File: config.mk
export PLATFORM = sky130hd
export DESIGN_NAME = watchdog_timer
export DESIGN_NICKNAME = d
export VERILOG_FILES = /design/src/verilog/wdt_pkg.sv /design/src/verilog/wdt_cnt_if.sv /design/src/verilog/wdt_prescale_counter.sv /design/src/verilog/watchdog_timer.sv
export SDC_FILE = /design/constraint.sdc
export NUM_CORES = 1
export LEC_CHECK = 0
export BUFFER_PORTS_ARGS = -buffer_cell sky130_fd_sc_hd__buf_2
export CAP_MARGIN = 20
export CELL_PAD_IN_SITES_DETAIL_PLACEMENT = 1
export CELL_PAD_IN_SITES_GLOBAL_PLACEMENT = 1
export CORE_AREA = 2 2 95 97
export CTS_CLUSTER_DIAMETER = 150
export DETAILED_ROUTE_END_ITERATION = 16
export DIE_AREA = 0 0 97 99
export PLACE_DENSITY = 0.8
export SYNTH_ARGS = -nofsm -noshare
export SYNTH_HDL_FRONTEND = slang
export SYNTH_SLANG_ARGS = --single-unit
File: constraint.sdc
create_clock -name i_mclk -period 2.9 [get_ports i_mclk]
set_clock_uncertainty 0.15 [all_clocks]
set_input_delay 0.29 -clock i_mclk [delete_from_list [all_inputs] [get_ports i_mclk]]
set_output_delay 0.29 -clock i_mclk [all_outputs]
set_load 0.005 [all_outputs]
File: src/verilog/wdt_pkg.sv
// Purpose: shared constants, types and decode for the watchdog timer
// Assumes: 50 MHz system clock, 31 kHz low-frequency oscillator sampled as a pin
// Notes:   register offsets are word indices on the plain register port
package wdt_pkg;

	// time base
	localparam int unsigned SYS_CLK_HZ        = 50_000_000;
	localparam int unsigned LFO_FREQ_HZ       = 31_000;
	localparam int unsigned MIN_TIMEOUT_MS    = 1;
	localparam int unsigned MAX_TIMEOUT_S     = 256;
	localparam int unsigned DEFAULT_TIMEOUT_S = 2;
	// system clocks per oscillator period, not used by the design, coverage or bench
	localparam int unsigned LFO_PERIOD_CYCLES = SYS_CLK_HZ / LFO_FREQ_HZ;

	// widths
	localparam int CNT_W    = 24;
	localparam int PERIOD_W = 5;
	localparam int ADDR_W   = 4;
	localparam int DATA_W   = 8;
	localparam int IRQ_W    = 2;

	typedef logic [CNT_W-1:0]    count_t;
	typedef logic [PERIOD_W-1:0] period_t;
	typedef logic [ADDR_W-1:0]   addr_t;
	typedef logic [DATA_W-1:0]   data_t;
	typedef logic [IRQ_W-1:0]    irq_t;

	typedef enum logic [1:0]
	{
		MODE_OFF        = 2'b00,
		MODE_SOFTWARE   = 2'b01,
		MODE_AWAKE_ONLY = 2'b10,
		MODE_ALWAYS     = 2'b11
	} wdt_mode_t;

	// register indices
	localparam addr_t ADDR_CONTROL    = 4'h0;
	localparam addr_t ADDR_IRQ_STATUS = 4'h1;
	localparam addr_t ADDR_IRQ_CLEAR  = 4'h2;
	localparam addr_t ADDR_IRQ_ENABLE = 4'h3;
	localparam addr_t ADDR_STATE      = 4'h4;

	// control layout
	localparam int CTRL_SWEN_BIT   = 0;
	localparam int CTRL_PERIOD_LSB = 1;
	localparam int CTRL_PERIOD_MSB = 5;

	// interrupt layout
	localparam int IRQ_RESET_BIT = 0;
	localparam int IRQ_WAKE_BIT  = 1;

	// state register layout
	localparam int STATE_ACTIVE_BIT = 0;
	localparam int STATE_SLEEP_BIT  = 1;
	localparam int STATE_TMO_N_BIT   = 2;
	localparam int STATE_PWRDN_N_BIT = 3;

	// reset values
	localparam period_t PERIOD_RESET   = 5'h0b;
	localparam logic    SWEN_RESET     = 1'b0;
	localparam irq_t    IRQ_NONE       = 2'h0;
	localparam data_t   DATA_ZERO      = 8'h00;
	localparam count_t  COUNT_ZERO     = 24'h000000;
	localparam count_t  COUNT_ONE      = 24'h000001;

	// prescale decode
	localparam period_t PERIOD_MAX_CODE = 5'h12;
	localparam count_t  RATIO_MIN       = 24'h000020;
	localparam count_t  RATIO_MAX       = 24'h800000;

	// reserved codes fall back to the shortest interval
	function automatic count_t period_ratio(input period_t p);
		if (p > PERIOD_MAX_CODE)
		begin
			return RATIO_MIN;
		end
		return RATIO_MIN << p;
	endfunction

endpackage

File: src/verilog/wdt_cnt_if.sv
// Purpose: link between the watchdog control logic and its prescaled counter
// Assumes: both ends run on the system clock
// Notes:   expired is a one-cycle pulse
`timescale 1ns/1ps
interface wdt_cnt_if;
	import wdt_pkg::*;

	logic    tick;
	logic    clear;
	period_t period;
	count_t  count;
	logic    expired;

	modport ctrl
	(
		output tick,
		output clear,
		output period,
		input  count,
		input  expired
	);

	modport counter
	(
		input  tick,
		input  clear,
		input  period,
		output count,
		output expired
	);
endinterface

File: src/verilog/wdt_prescale_counter.sv
// Purpose: prescaled watchdog count advanced by oscillator ticks
// Assumes: tick is a one-cycle pulse per oscillator period
// Notes:   clear beats tick; the count restarts after expiry
`timescale 1ns/1ps
module wdt_prescale_counter
(
	input  wire logic   i_mclk,
	input  wire logic   i_rst_n,
	wdt_cnt_if.counter  cnt
);
	import wdt_pkg::*;

	count_t count_reg;
	count_t count_next;
	count_t ratio;
	logic   expired;

	always_comb
	begin
		ratio      = period_ratio(cnt.period);
		expired    = cnt.tick && !cnt.clear && (count_reg == ratio - COUNT_ONE);
		count_next = count_reg;
		if (cnt.clear || expired)
		begin
			count_next = COUNT_ZERO;
		end
		else if (cnt.tick)
		begin
			// only oscillator ticks advance the count
			count_next = count_reg + COUNT_ONE;
		end
	end

	always_ff @(posedge i_mclk)
	begin
		if (!i_rst_n)
		begin
			count_reg <= COUNT_ZERO;
		end
		else
		begin
			count_reg <= count_next;
		end
	end

	assign cnt.count   = count_reg;
	assign cnt.expired = expired;
endmodule

File: src/verilog/watchdog_timer.sv
// Purpose: watchdog timer with four operating modes and sleep handling
// Assumes: i_lfo is the free-running low-frequency oscillator; other inputs are system-clock pulses/levels
// Notes:   registers on a plain port, read data one cycle after the read strobe
//
// Function
// - request a device reset when the count reaches the time-out without a clear
// - count only on ticks of the 31 kHz low-frequency oscillator
// - mode 11: always active, sleep included, software bit ignored
// - mode 10: active while awake, disabled in sleep
// - mode 01: software bit alone decides, sleep does not matter
// - mode 00: always disabled, software bit ignored
// - period field spans 1 ms up to 256 s nominal
// - any reset returns the period field to the two second value
// - reset and the clear instruction clear count and prescaler
// - clear on sleep entry and again on interrupt wake-up
// - held clear while the oscillator start-up timer runs
// - clear on oscillator failure or clock switch; a period field write does not clear the count
// - held clear while the watchdog is disabled
// - code 00000 is 1:32, doubling to 2^23 at 10010; reserved codes 1:32
// - time-out in sleep wakes the device and updates the status flags
// - in software mode the enable bit turns the watchdog on or off
//
// Decided for this implementation: the address-and-strobe port and the placing of the registers.
`timescale 1ns/1ps
module watchdog_timer
(
	input  wire logic              i_mclk,
	input  wire logic              i_rst_n,
	input  wire logic              i_lfo,
	input  wire wdt_pkg::wdt_mode_t i_mode_cfg,
	input  wire logic              i_sleep,
	input  wire logic              i_wake_irq,
	input  wire logic              i_clr_wdt,
	input  wire logic              i_osc_fail,
	input  wire logic              i_clk_switch,
	input  wire logic              i_startup_running,
	input  wire wdt_pkg::addr_t    i_addr,
	input  wire wdt_pkg::data_t    i_wdata,
	input  wire logic              i_wr,
	input  wire logic              i_rd,
	output wdt_pkg::data_t         o_rdata,
	output logic                   o_reset_req,
	output logic                   o_wake_req,
	output logic                   o_timeout_flag_n,
	output logic                   o_powerdown_flag_n,
	output logic                   o_irq
);
	import wdt_pkg::*;

	wdt_cnt_if cnt_if ();

	wdt_prescale_counter wdt_prescale_counter_inst
	(
		.i_mclk  (i_mclk),
		.i_rst_n (i_rst_n),
		.cnt     (cnt_if.counter)
	);

	// oscillator synchroniser: three stages, level taken once stages two and three agree
	logic lfo_meta_reg;
	logic lfo_mid_reg;
	logic lfo_late_reg;
	logic lfo_level_reg;
	logic lfo_level_next;
	logic lfo_tick;

	always_comb
	begin
		lfo_level_next = lfo_level_reg;
		if (lfo_mid_reg == lfo_late_reg)
		begin
			lfo_level_next = lfo_late_reg;
		end
		lfo_tick = !lfo_level_reg && lfo_level_next;
	end

	always_ff @(posedge i_mclk)
	begin
		if (!i_rst_n)
		begin
			lfo_meta_reg  <= 1'b0;
			lfo_mid_reg   <= 1'b0;
			lfo_late_reg  <= 1'b0;
			lfo_level_reg <= 1'b0;
		end
		else
		begin
			lfo_meta_reg  <= i_lfo;
			lfo_mid_reg   <= lfo_meta_reg;
			lfo_late_reg  <= lfo_mid_reg;
			lfo_level_reg <= lfo_level_next;
		end
	end

	// control register
	period_t period_reg;
	period_t period_next;
	logic    swen_reg;
	logic    swen_next;
	logic    ctrl_wr;

	always_comb
	begin
		ctrl_wr     = i_wr && (i_addr == ADDR_CONTROL);
		period_next = period_reg;
		swen_next   = swen_reg;
		if (ctrl_wr)
		begin
			period_next = i_wdata[CTRL_PERIOD_MSB:CTRL_PERIOD_LSB];
			swen_next   = i_wdata[CTRL_SWEN_BIT];
		end
	end

	always_ff @(posedge i_mclk)
	begin
		if (!i_rst_n)
		begin
			period_reg <= PERIOD_RESET;
			swen_reg   <= SWEN_RESET;
		end
		else
		begin
			period_reg <= period_next;
			swen_reg   <= swen_next;
		end
	end

	// operating mode
	logic active;

	always_comb
	begin
		unique case (i_mode_cfg)
			MODE_ALWAYS:     active = 1'b1;
			MODE_AWAKE_ONLY: active = !i_sleep;
			MODE_SOFTWARE:   active = swen_reg;
			MODE_OFF:        active = 1'b0;
		endcase
	end

	// clear sources; all are system-clock signals, so no crossing is needed here
	logic sleep_d_reg;
	logic sleep_enter;
	logic sleep_exit;
	logic cnt_clear;

	always_comb
	begin
		sleep_enter = i_sleep && !sleep_d_reg;
		sleep_exit  = !i_sleep && sleep_d_reg;
		cnt_clear   = i_clr_wdt
		            || sleep_enter || sleep_exit || i_wake_irq
		            || i_startup_running
		            || i_osc_fail || i_clk_switch
		            || !active;
	end

	always_ff @(posedge i_mclk)
	begin
		if (!i_rst_n)
		begin
			sleep_d_reg <= 1'b0;
		end
		else
		begin
			sleep_d_reg <= i_sleep;
		end
	end

	assign cnt_if.tick   = lfo_tick;
	assign cnt_if.clear  = cnt_clear;
	assign cnt_if.period = period_reg;

	// time-out outcome and status flags
	logic reset_req_reg;
	logic reset_req_next;
	logic wake_req_reg;
	logic wake_req_next;
	logic tmo_n_reg;
	logic tmo_n_next;
	logic pwrdn_n_reg;
	logic pwrdn_n_next;
	logic timeout;

	always_comb
	begin
		timeout        = cnt_if.expired && active;
		// a registered single pulse, never a level that could repeat
		reset_req_next = timeout && !i_sleep;
		wake_req_next  = timeout && i_sleep;
		tmo_n_next     = tmo_n_reg;
		pwrdn_n_next   = pwrdn_n_reg;
		if (timeout)
		begin
			tmo_n_next   = 1'b0;
			pwrdn_n_next = i_sleep ? 1'b0 : pwrdn_n_reg;
		end
		else if (sleep_enter)
		begin
			tmo_n_next   = 1'b1;
			pwrdn_n_next = 1'b0;
		end
		else if (i_clr_wdt)
		begin
			tmo_n_next   = 1'b1;
			pwrdn_n_next = 1'b1;
		end
	end

	always_ff @(posedge i_mclk)
	begin
		if (!i_rst_n)
		begin
			reset_req_reg <= 1'b0;
			wake_req_reg  <= 1'b0;
			tmo_n_reg     <= 1'b1;
			pwrdn_n_reg   <= 1'b1;
		end
		else
		begin
			reset_req_reg <= reset_req_next;
			wake_req_reg  <= wake_req_next;
			tmo_n_reg     <= tmo_n_next;
			pwrdn_n_reg   <= pwrdn_n_next;
		end
	end

	// interrupt status: set beats a clear in the same cycle
	irq_t irq_status_reg;
	irq_t irq_status_next;
	irq_t irq_enable_reg;
	irq_t irq_enable_next;
	irq_t irq_events;
	irq_t irq_clear_mask;

	always_comb
	begin
		irq_events                = IRQ_NONE;
		irq_events[IRQ_RESET_BIT] = reset_req_next;
		irq_events[IRQ_WAKE_BIT]  = wake_req_next;
		irq_clear_mask            = IRQ_NONE;
		if (i_wr && (i_addr == ADDR_IRQ_CLEAR))
		begin
			irq_clear_mask = i_wdata[IRQ_W-1:0];
		end
		irq_status_next = (irq_status_reg & ~irq_clear_mask) | irq_events;
		irq_enable_next = irq_enable_reg;
		if (i_wr && (i_addr == ADDR_IRQ_ENABLE))
		begin
			irq_enable_next = i_wdata[IRQ_W-1:0];
		end
	end

	always_ff @(posedge i_mclk)
	begin
		if (!i_rst_n)
		begin
			irq_status_reg <= IRQ_NONE;
			irq_enable_reg <= IRQ_NONE;
		end
		else
		begin
			irq_status_reg <= irq_status_next;
			irq_enable_reg <= irq_enable_next;
		end
	end

	// read port; unmapped and write-only offsets read zero
	data_t rdata_reg;
	data_t rdata_next;

	always_comb
	begin
		rdata_next = DATA_ZERO;
		if (i_rd)
		begin
			unique case (i_addr)
				ADDR_CONTROL:    rdata_next = data_t'({period_reg, swen_reg});
				ADDR_IRQ_STATUS: rdata_next = data_t'(irq_status_reg);
				ADDR_IRQ_ENABLE: rdata_next = data_t'(irq_enable_reg);
				ADDR_STATE:
				begin
					rdata_next[STATE_ACTIVE_BIT] = active;
					rdata_next[STATE_SLEEP_BIT]  = i_sleep;
					rdata_next[STATE_TMO_N_BIT]   = tmo_n_reg;
					rdata_next[STATE_PWRDN_N_BIT] = pwrdn_n_reg;
				end
				default:         rdata_next = DATA_ZERO;
			endcase
		end
	end

	always_ff @(posedge i_mclk)
	begin
		if (!i_rst_n)
		begin
			rdata_reg <= DATA_ZERO;
		end
		else
		begin
			rdata_reg <= rdata_next;
		end
	end

	assign o_rdata            = rdata_reg;
	assign o_reset_req        = reset_req_reg;
	assign o_wake_req         = wake_req_reg;
	assign o_timeout_flag_n   = tmo_n_reg;
	assign o_powerdown_flag_n = pwrdn_n_reg;
	assign o_irq              = |(irq_status_reg & irq_enable_reg);
endmodule

* Word level (Yosys, flattened, before mapping)
Index checks and enable logic that the tools add are counted.
** Storage, ports and cells
- Flip-flop bits (word level) :: 51
- Output and inout port bits :: 13
** Operators by class
- Add/sub/neg operators :: 2
- Order comparisons :: 1
- Equal/unequal tests :: 10
- Shifts and indexed selects :: 1
- Multiplexer cells :: 13
- Bitwise gates (word level) :: 5
- Reduce and logical (&&, ||, !) cells :: 32
** Operator list (number)
- $mux W24 :: 2
- $add A24 B1 Y24 const B :: 1
- $eq A24 B24 Y1 :: 1
- $shl A6 B5 Y24 const A :: 1
- $sub A24 B1 Y24 const B :: 1
- $pmux W4 S4 :: 1
- $logic_and A1 B1 Y1 :: 11
- $eq A4 B2 Y1 const B :: 2
- $logic_or A1 B1 Y1 :: 8
- $mux W1 :: 8
- $gt A5 B5 Y1 const B :: 1
- $logic_not A1 Y1 :: 5
- $and A2 B2 Y2 :: 2
- $eq A2 B2 Y1 const B :: 2
- $eq A4 B1 Y1 const B :: 1
- $eq A4 B3 Y1 const B :: 1
- $logic_not A4 Y1 :: 1
- $pmux W1 S4 :: 1
- $reduce_and A2 Y1 :: 2
- $reduce_or A2 Y1 :: 2
- $reduce_and A3 Y1 :: 1
- $reduce_bool A3 Y1 :: 1
- $eq A2 B1 Y1 const B :: 1
- $logic_not A2 Y1 :: 1
- other kinds (6) :: 6

* Longest topological paths before layout
- Word-level depth :: 15
- Gate-level depth with buffers :: 15
- Mapped depth without buffers :: 9

* Cells and area by module
From an unflattened synthesis, not the netlist that was laid out.
** Second synthesis, totals
- Cell total of the unflattened synthesis :: 356
- Area total of the unflattened synthesis :: 2905.3 sq um
** Modules (own cells, without submodules)
- wdt_prescale_counter :: instances 1, cells an instance 235, area an instance 1819.2 sq um, sequential area each 480.5 sq um
- watchdog_timer :: instances 1, cells an instance 121, area an instance 1086.0 sq um, sequential area each 500.5 sq um

* Worst setup path before layout
OpenSTA, ideal clock, no wires.
- Kind :: register to register
- Start :: register period_reg[0], in the netlist cnt_if.period[0]
- End :: register wdt_prescale_counter_inst.count_reg[0], in the netlist wdt_prescale_counter_inst.cnt.count[0]
- Setup time :: 0.081 ns
- Arrival :: 2.849 ns
- Required time :: 2.669 ns
- Setup slack :: -0.180 ns
- Cell stages (with the launch flop) :: 15
- Buffers on the path :: 5
- Cell sequence :: dfxtp_1 clkbuf_1 buf_2 inv_1 or3_1 ha_1 buf_2 o311a_1 a31o_2 o21a_1 or2_0 and4_1 buf_4 buf_6 a211oi_2
** Between the ends
- Longest elaborated chain between the ends :: 8
- Elaborated cells on any way between the ends :: 9
- Those cells by class :: 1 x add/sub; 1 x order compare; 1 x eq/ne; 1 x shift; 2 x mux; 3 x reduce/logical
** Ends and longest elaborated chain
- start, declared :: RTL line watchdog_timer.sv:96 : period_t period_reg;
- start signal, assigned :: RTL line watchdog_timer.sv:123 : period_reg <= period_next;
- $gt A5 B5 Y1 :: RTL line wdt_pkg.sv:73 : if (p > PERIOD_MAX_CODE)
- $mux W1 :: RTL line wdt_pkg.sv:73
- $mux W24 (*) :: RTL line wdt_pkg.sv:77 : return RATIO_MIN << p;
- $sub A24 B1 Y24 (*) :: RTL line wdt_prescale_counter.sv:21 : expired = cnt.tick && !cnt.clear && (count_reg == ratio - COUNT_ONE);
- $eq A24 B24 Y1 (*) :: RTL line wdt_prescale_counter.sv:21
- $logic_and A1 B1 Y1 (*) :: RTL line wdt_prescale_counter.sv:21
- $logic_or A1 B1 Y1 (*) :: RTL line wdt_prescale_counter.sv:23 : if (cnt.clear || expired)
- $reduce_or A2 Y1 (no source line) (*)
- end signal, assigned :: RTL line wdt_prescale_counter.sv:42 : count_reg <= count_next;
- end, declared :: RTL line wdt_prescale_counter.sv:13 : count_t count_reg;
Every way passes the cells marked *; elsewhere a longest branch is shown, timed or not.
A chain may end at the register's enable or synchronous reset.

* Final worst setup path
- Start :: register period_reg[3], in the netlist cnt_if.period[3]
- End :: register irq_status_reg[0]
** Between the ends
- Longest elaborated chain between the ends :: 9
- Elaborated cells on any way between the ends :: 10
- Those cells by class :: 1 x add/sub; 1 x order compare; 1 x eq/ne; 1 x shift; 2 x mux; 1 x bitwise; 3 x reduce/logical
** Ends and longest elaborated chain
- $gt A5 B5 Y1 :: RTL line wdt_pkg.sv:73
- $mux W1 :: RTL line wdt_pkg.sv:73
- $mux W24 (*) :: RTL line wdt_pkg.sv:77
- $sub A24 B1 Y24 (*) :: RTL line wdt_prescale_counter.sv:21
- $eq A24 B24 Y1 (*) :: RTL line wdt_prescale_counter.sv:21
- $logic_and A1 B1 Y1 (*) :: RTL line wdt_prescale_counter.sv:21
- $logic_and A1 B1 Y1 (*) :: RTL line watchdog_timer.sv:187 : timeout = cnt_if.expired && active;
- $logic_and A1 B1 Y1 (*) :: RTL line watchdog_timer.sv:189 : reset_req_next = timeout && !i_sleep;
- $or A2 B2 Y2 (*) :: RTL line watchdog_timer.sv:246 : irq_status_next = (irq_status_reg & ~irq_clear_mask) | irq_events;
- end signal, assigned :: RTL line watchdog_timer.sv:263 : irq_status_reg <= irq_status_next;
- end, declared :: RTL line watchdog_timer.sv:229 : irq_t irq_status_reg;
Marks and branches as above.

==> impl_summary.md <==
Status
The run finished, with violations left. The final reports fail on negative setup slack.

Min path
The class of the most critical hold timing path is in -> reg.

Setup path
The capturing element type of the critical path is a register. The signal on the critical path passes through or3_4 -> or3_4 -> ha_4 -> buf_6 -> buf_4 -> nor4b_4 -> a311oi_1 -> a31o_2 -> buf_6 -> and2_1 -> a41o_1. Of all nets on the critical path, the largest fanout is 7. The path type of the worst setup path is reg -> reg. On the critical path, the stage with the largest delay is an instance of sky130_fd_sc_hd__or3_4.

The critical path required time is about 3.0 ns. Together, buffers and inverters on the worst path number 3. The nature of the critical path startpoint is a register. The stage delay of the slowest cell on the critical path is ~0.39 ns. STA puts the critical path data arrival time at 3.04 ns. Among cell families on the critical path, the largest total delay comes from simple AND/OR/NAND/NOR gates.

CTS
The root cell of the clock tree is sky130_fd_sc_hd__clkbuf_8. Counting along the longest clock path gives a buffer depth of 2. The H-tree was split into 2 levels. The number of clock buffers inserted by TritonCTS is 5. For this design, the CTS-stage hold fixing added 0 buffers. The clock latency at the later pin of the worst-skew pair is ~0.31 ns. The clock net in this run drives a total of between 40 and 50 sinks. TritonCTS built the clock tree. Clock-pin slew was measured on the worst setup and hold paths at approximately 0.10 ns.

Timing
The maximum clock frequency is 335 MHz. Once routing completed, OpenROAD measured the worst setup slack at -0.0833 ns. The number of failing hold endpoints at the final stage is 0.

The transition time at the pin with the least slew margin is 0.491 ns. In this run the tightest slew margin relative to its limit is about two thirds. Subtracting the final worst setup slack from the clock period gives slightly below 3 ns.

The fraction of the cycle the final worst path needs is 103%. Setup repair after global routing could not meet its margin everywhere. Setup violations remaining at the end of the flow were counted as 20. The final max-slew violation count is 0.

Synth
The library cell occupying the most area in the post-synthesis netlist is sky130_fd_sc_hd__dfxtp_1. The most repeated cell in the gate-level netlist after synthesis is sky130_fd_sc_hd__dfxtp_1. The mean instance size in the synthesized netlist is 8.45 sq um. The post-synth design cell area is about 3300 sq um. For this run, the number of Yosys warnings is 0. After synthesis, the cell types taking the most area are sky130_fd_sc_hd__dfxtp_1 29%, sky130_fd_sc_hd__a211oi_2 7.5%, sky130_fd_sc_hd__xnor2_1 6.3%.

For this run, the leading register cell type out of synthesis is sky130_fd_sc_hd__dfxtp_1. The number of instances in the synthesized netlist is between 300 and 400. Synthesis instantiated 68 different standard cells from the library.

The proportion of synthesized flip-flops having asynchronous set or reset is 0%. Of the synthesized area, sequential elements account for between 20% and 30%. The synthesized design devotes to its leading area cell type roughly 29% of total area. Counting flops with a built-in enable in the synthesized netlist gives 0.

In this run, synthesis produced a sequential element count of between 40 and 50. The commonest cells after synthesis are 49 x sky130_fd_sc_hd__dfxtp_1, 31 x sky130_fd_sc_hd__nor2_1, 25 x sky130_fd_sc_hd__nand2_1.

Finish
The share of cells above drive strength 1 is ~29%. The fill cell total of the finished layout is roughly 1,000. The register with the most flip-flops in the layout has 24 of them.

At the end of the flow the core is filled with cells to a little under half. The total inserted antenna cells is 0. The post-synthesis to final-layout area growth is 18.5%. For this run, the post-layout net count is around 460.

Placement
The final weighted congestion in routability-driven placement is around 0.9. During placement, the flow inserted port buffers numbering 33. The HPWL after detailed placement is a little over 7000 um. The worst slack at placement is -0.165 ns.

Routing
After detailed routing, the number of remaining DRC violations is 0. The routed layout has ~3,200 vias. The per-cell routed wire length is approximately 19 um. The number of DRC markers in iteration 0 is ~260. For this block, the routed nets add up to between 10,000 and 15,000 um of wire. The first-pass iteration count of the detailed router is 4.

Dividing the detail-routed via count by the number of cells gives 5.98. The count of antenna-violating nets left after detailed routing is 0.

Power and ir drop
Across the VDD grid, the largest voltage drop is 161 uV. Sequential cells burn a little under three fifths of the power. The total net switching power is a little over 300 uW. The design internal power is ~890 uW.

The switching share of total power is between 20 and 30%. The leakage power of the design is between 1 and 1.5 nW. In this run the power density over the cells is 302 nW/um^2.

Combinational logic is responsible for roughly 8% of the overall power. Of the total power, the clock network draws 35.2%.

GRT
The total routing usage reported by global routing is 21.3%. The number of global-route vias before repair was roughly 3,300. Entering global routing, the biggest net connects 26 pins. The remaining global-route overflow is 0. The first global-routing pass estimated 16,900 um of wire. The initial antenna violation count is 0.

Floorplan
The die covers between 9000 and 10,000 sq um. The number of rows in the core area is 34. The x dimension of the die is 97 um. For this design the top-level I/O count stands at 38. Once the floorplan was initialized, standard cells occupied 39.1% of the core. The chip height is ~100 um. The placeable core region is between 8000 and 9000 sq um.

Flow run
The number of max-cap violations is 0.
-- area by class of cell --
class | count | area (sq um) | share of cell area [%]
Clock buffer | 6 | 72.6 | 1.83
Clock inverter | 2 | 15.0 | 0.379
Inverter | 13 | 48.8 | 1.23
Multi-Input combinational cell | 300 | 2240 | 56.6
Sequential cell | 49 | 982 | 24.8
Tap cell | 108 | 135 | 3.41
Timing Repair Buffer | 65 | 463 | 11.7
-- routing by layer --
metal / part of all wire, % / GRT usage [%]
met4: 1.8 / 7.26
met3: 4.5 / 2.55
met2: 50 / 37.8
met5: 0 / 0
met1: 43 / 26.9
-- layout by cell type (no fill, tap or decap), drive strengths merged, types with 5 or more instances in the layout --
cell type / n
nor2: 31
nand4: 10
dfxtp: 49
and3: 9
buf: 64
or3: 6
xnor2: 24
inv: 12
xor2: 8
a21oi: 9
nor3: 10
o21ai: 9
nand2b: 5
nand3: 15
mux2i: 16
nor4: 7
nand2: 25
and4: 6
and2: 13
a211oi: 25
clkbuf: 7
-- worst paths after layout --
check	from	end	slack (ns)	depth (start not counted)
worst min-delay path	i_lfo	lfo_meta_reg	0.03	2
worst max register to register	cnt_if.period[3]	irq_status_reg[0]	-0.08	11
worst min register to register	lfo_meta_reg	lfo_mid_reg	0.29	1
worst max-delay path	cnt_if.period[3]	irq_status_reg[0]	-0.08	11
-- metrics by stage --
step	hold WS, ns	std cells	power, mW	setup TNS [ns]	instance area [sq um]
finish	0.0311	543	1.20	-0.751	3960
global route	0.0177	543	1.24	-3.50	3960
CTS	0.0288	540	1.20	-0.309	3880
detailed placement	0.277	528	0.785	-3.42	3700
global placement	0.270	528	0.781	-1.86	3700
floorplan	0.262	396	0.751	-1.47	3400
-- power by group through the flow --
stage / Clock (mW) / Combinational, mW / Sequential (mW)
2_1_floorplan: 0 / 0.0541 / 0.696
3_3_place_gp: 0 / 0.0838 / 0.697
3_5_place_dp: 0 / 0.0870 / 0.698
4_1_cts: 0.429 / 0.0913 / 0.682
5_1_grt: 0.453 / 0.102 / 0.683
6_report: 0.421 / 0.0926 / 0.682
-- timing repair --
| action | 4_1_cts | 5_1_grt |
|---|---|---|
| buffers inserted | 3 | 1 |
| pin swaps | 14 | 5 |
| endpoints found under the setup margin | 28 | 28 |
| hold endpoints to repair | 0 | 0 |
| resized for setup | 21 | 10 |
| cloned | 2 | 2 |
-- kinds of logic after synthesis --
logic type,synth area share (%)
AND/OR/NAND/NOR,25.7
adder cells (fa/ha/maj),0.749
buffers and inverters,7.68
XOR/XNOR,8.39
other,0.112
flip-flops,29.4
AO/OA/AOI/OAI,23.2
multiplexers,4.80
Power figures use the tool's default switching activity.
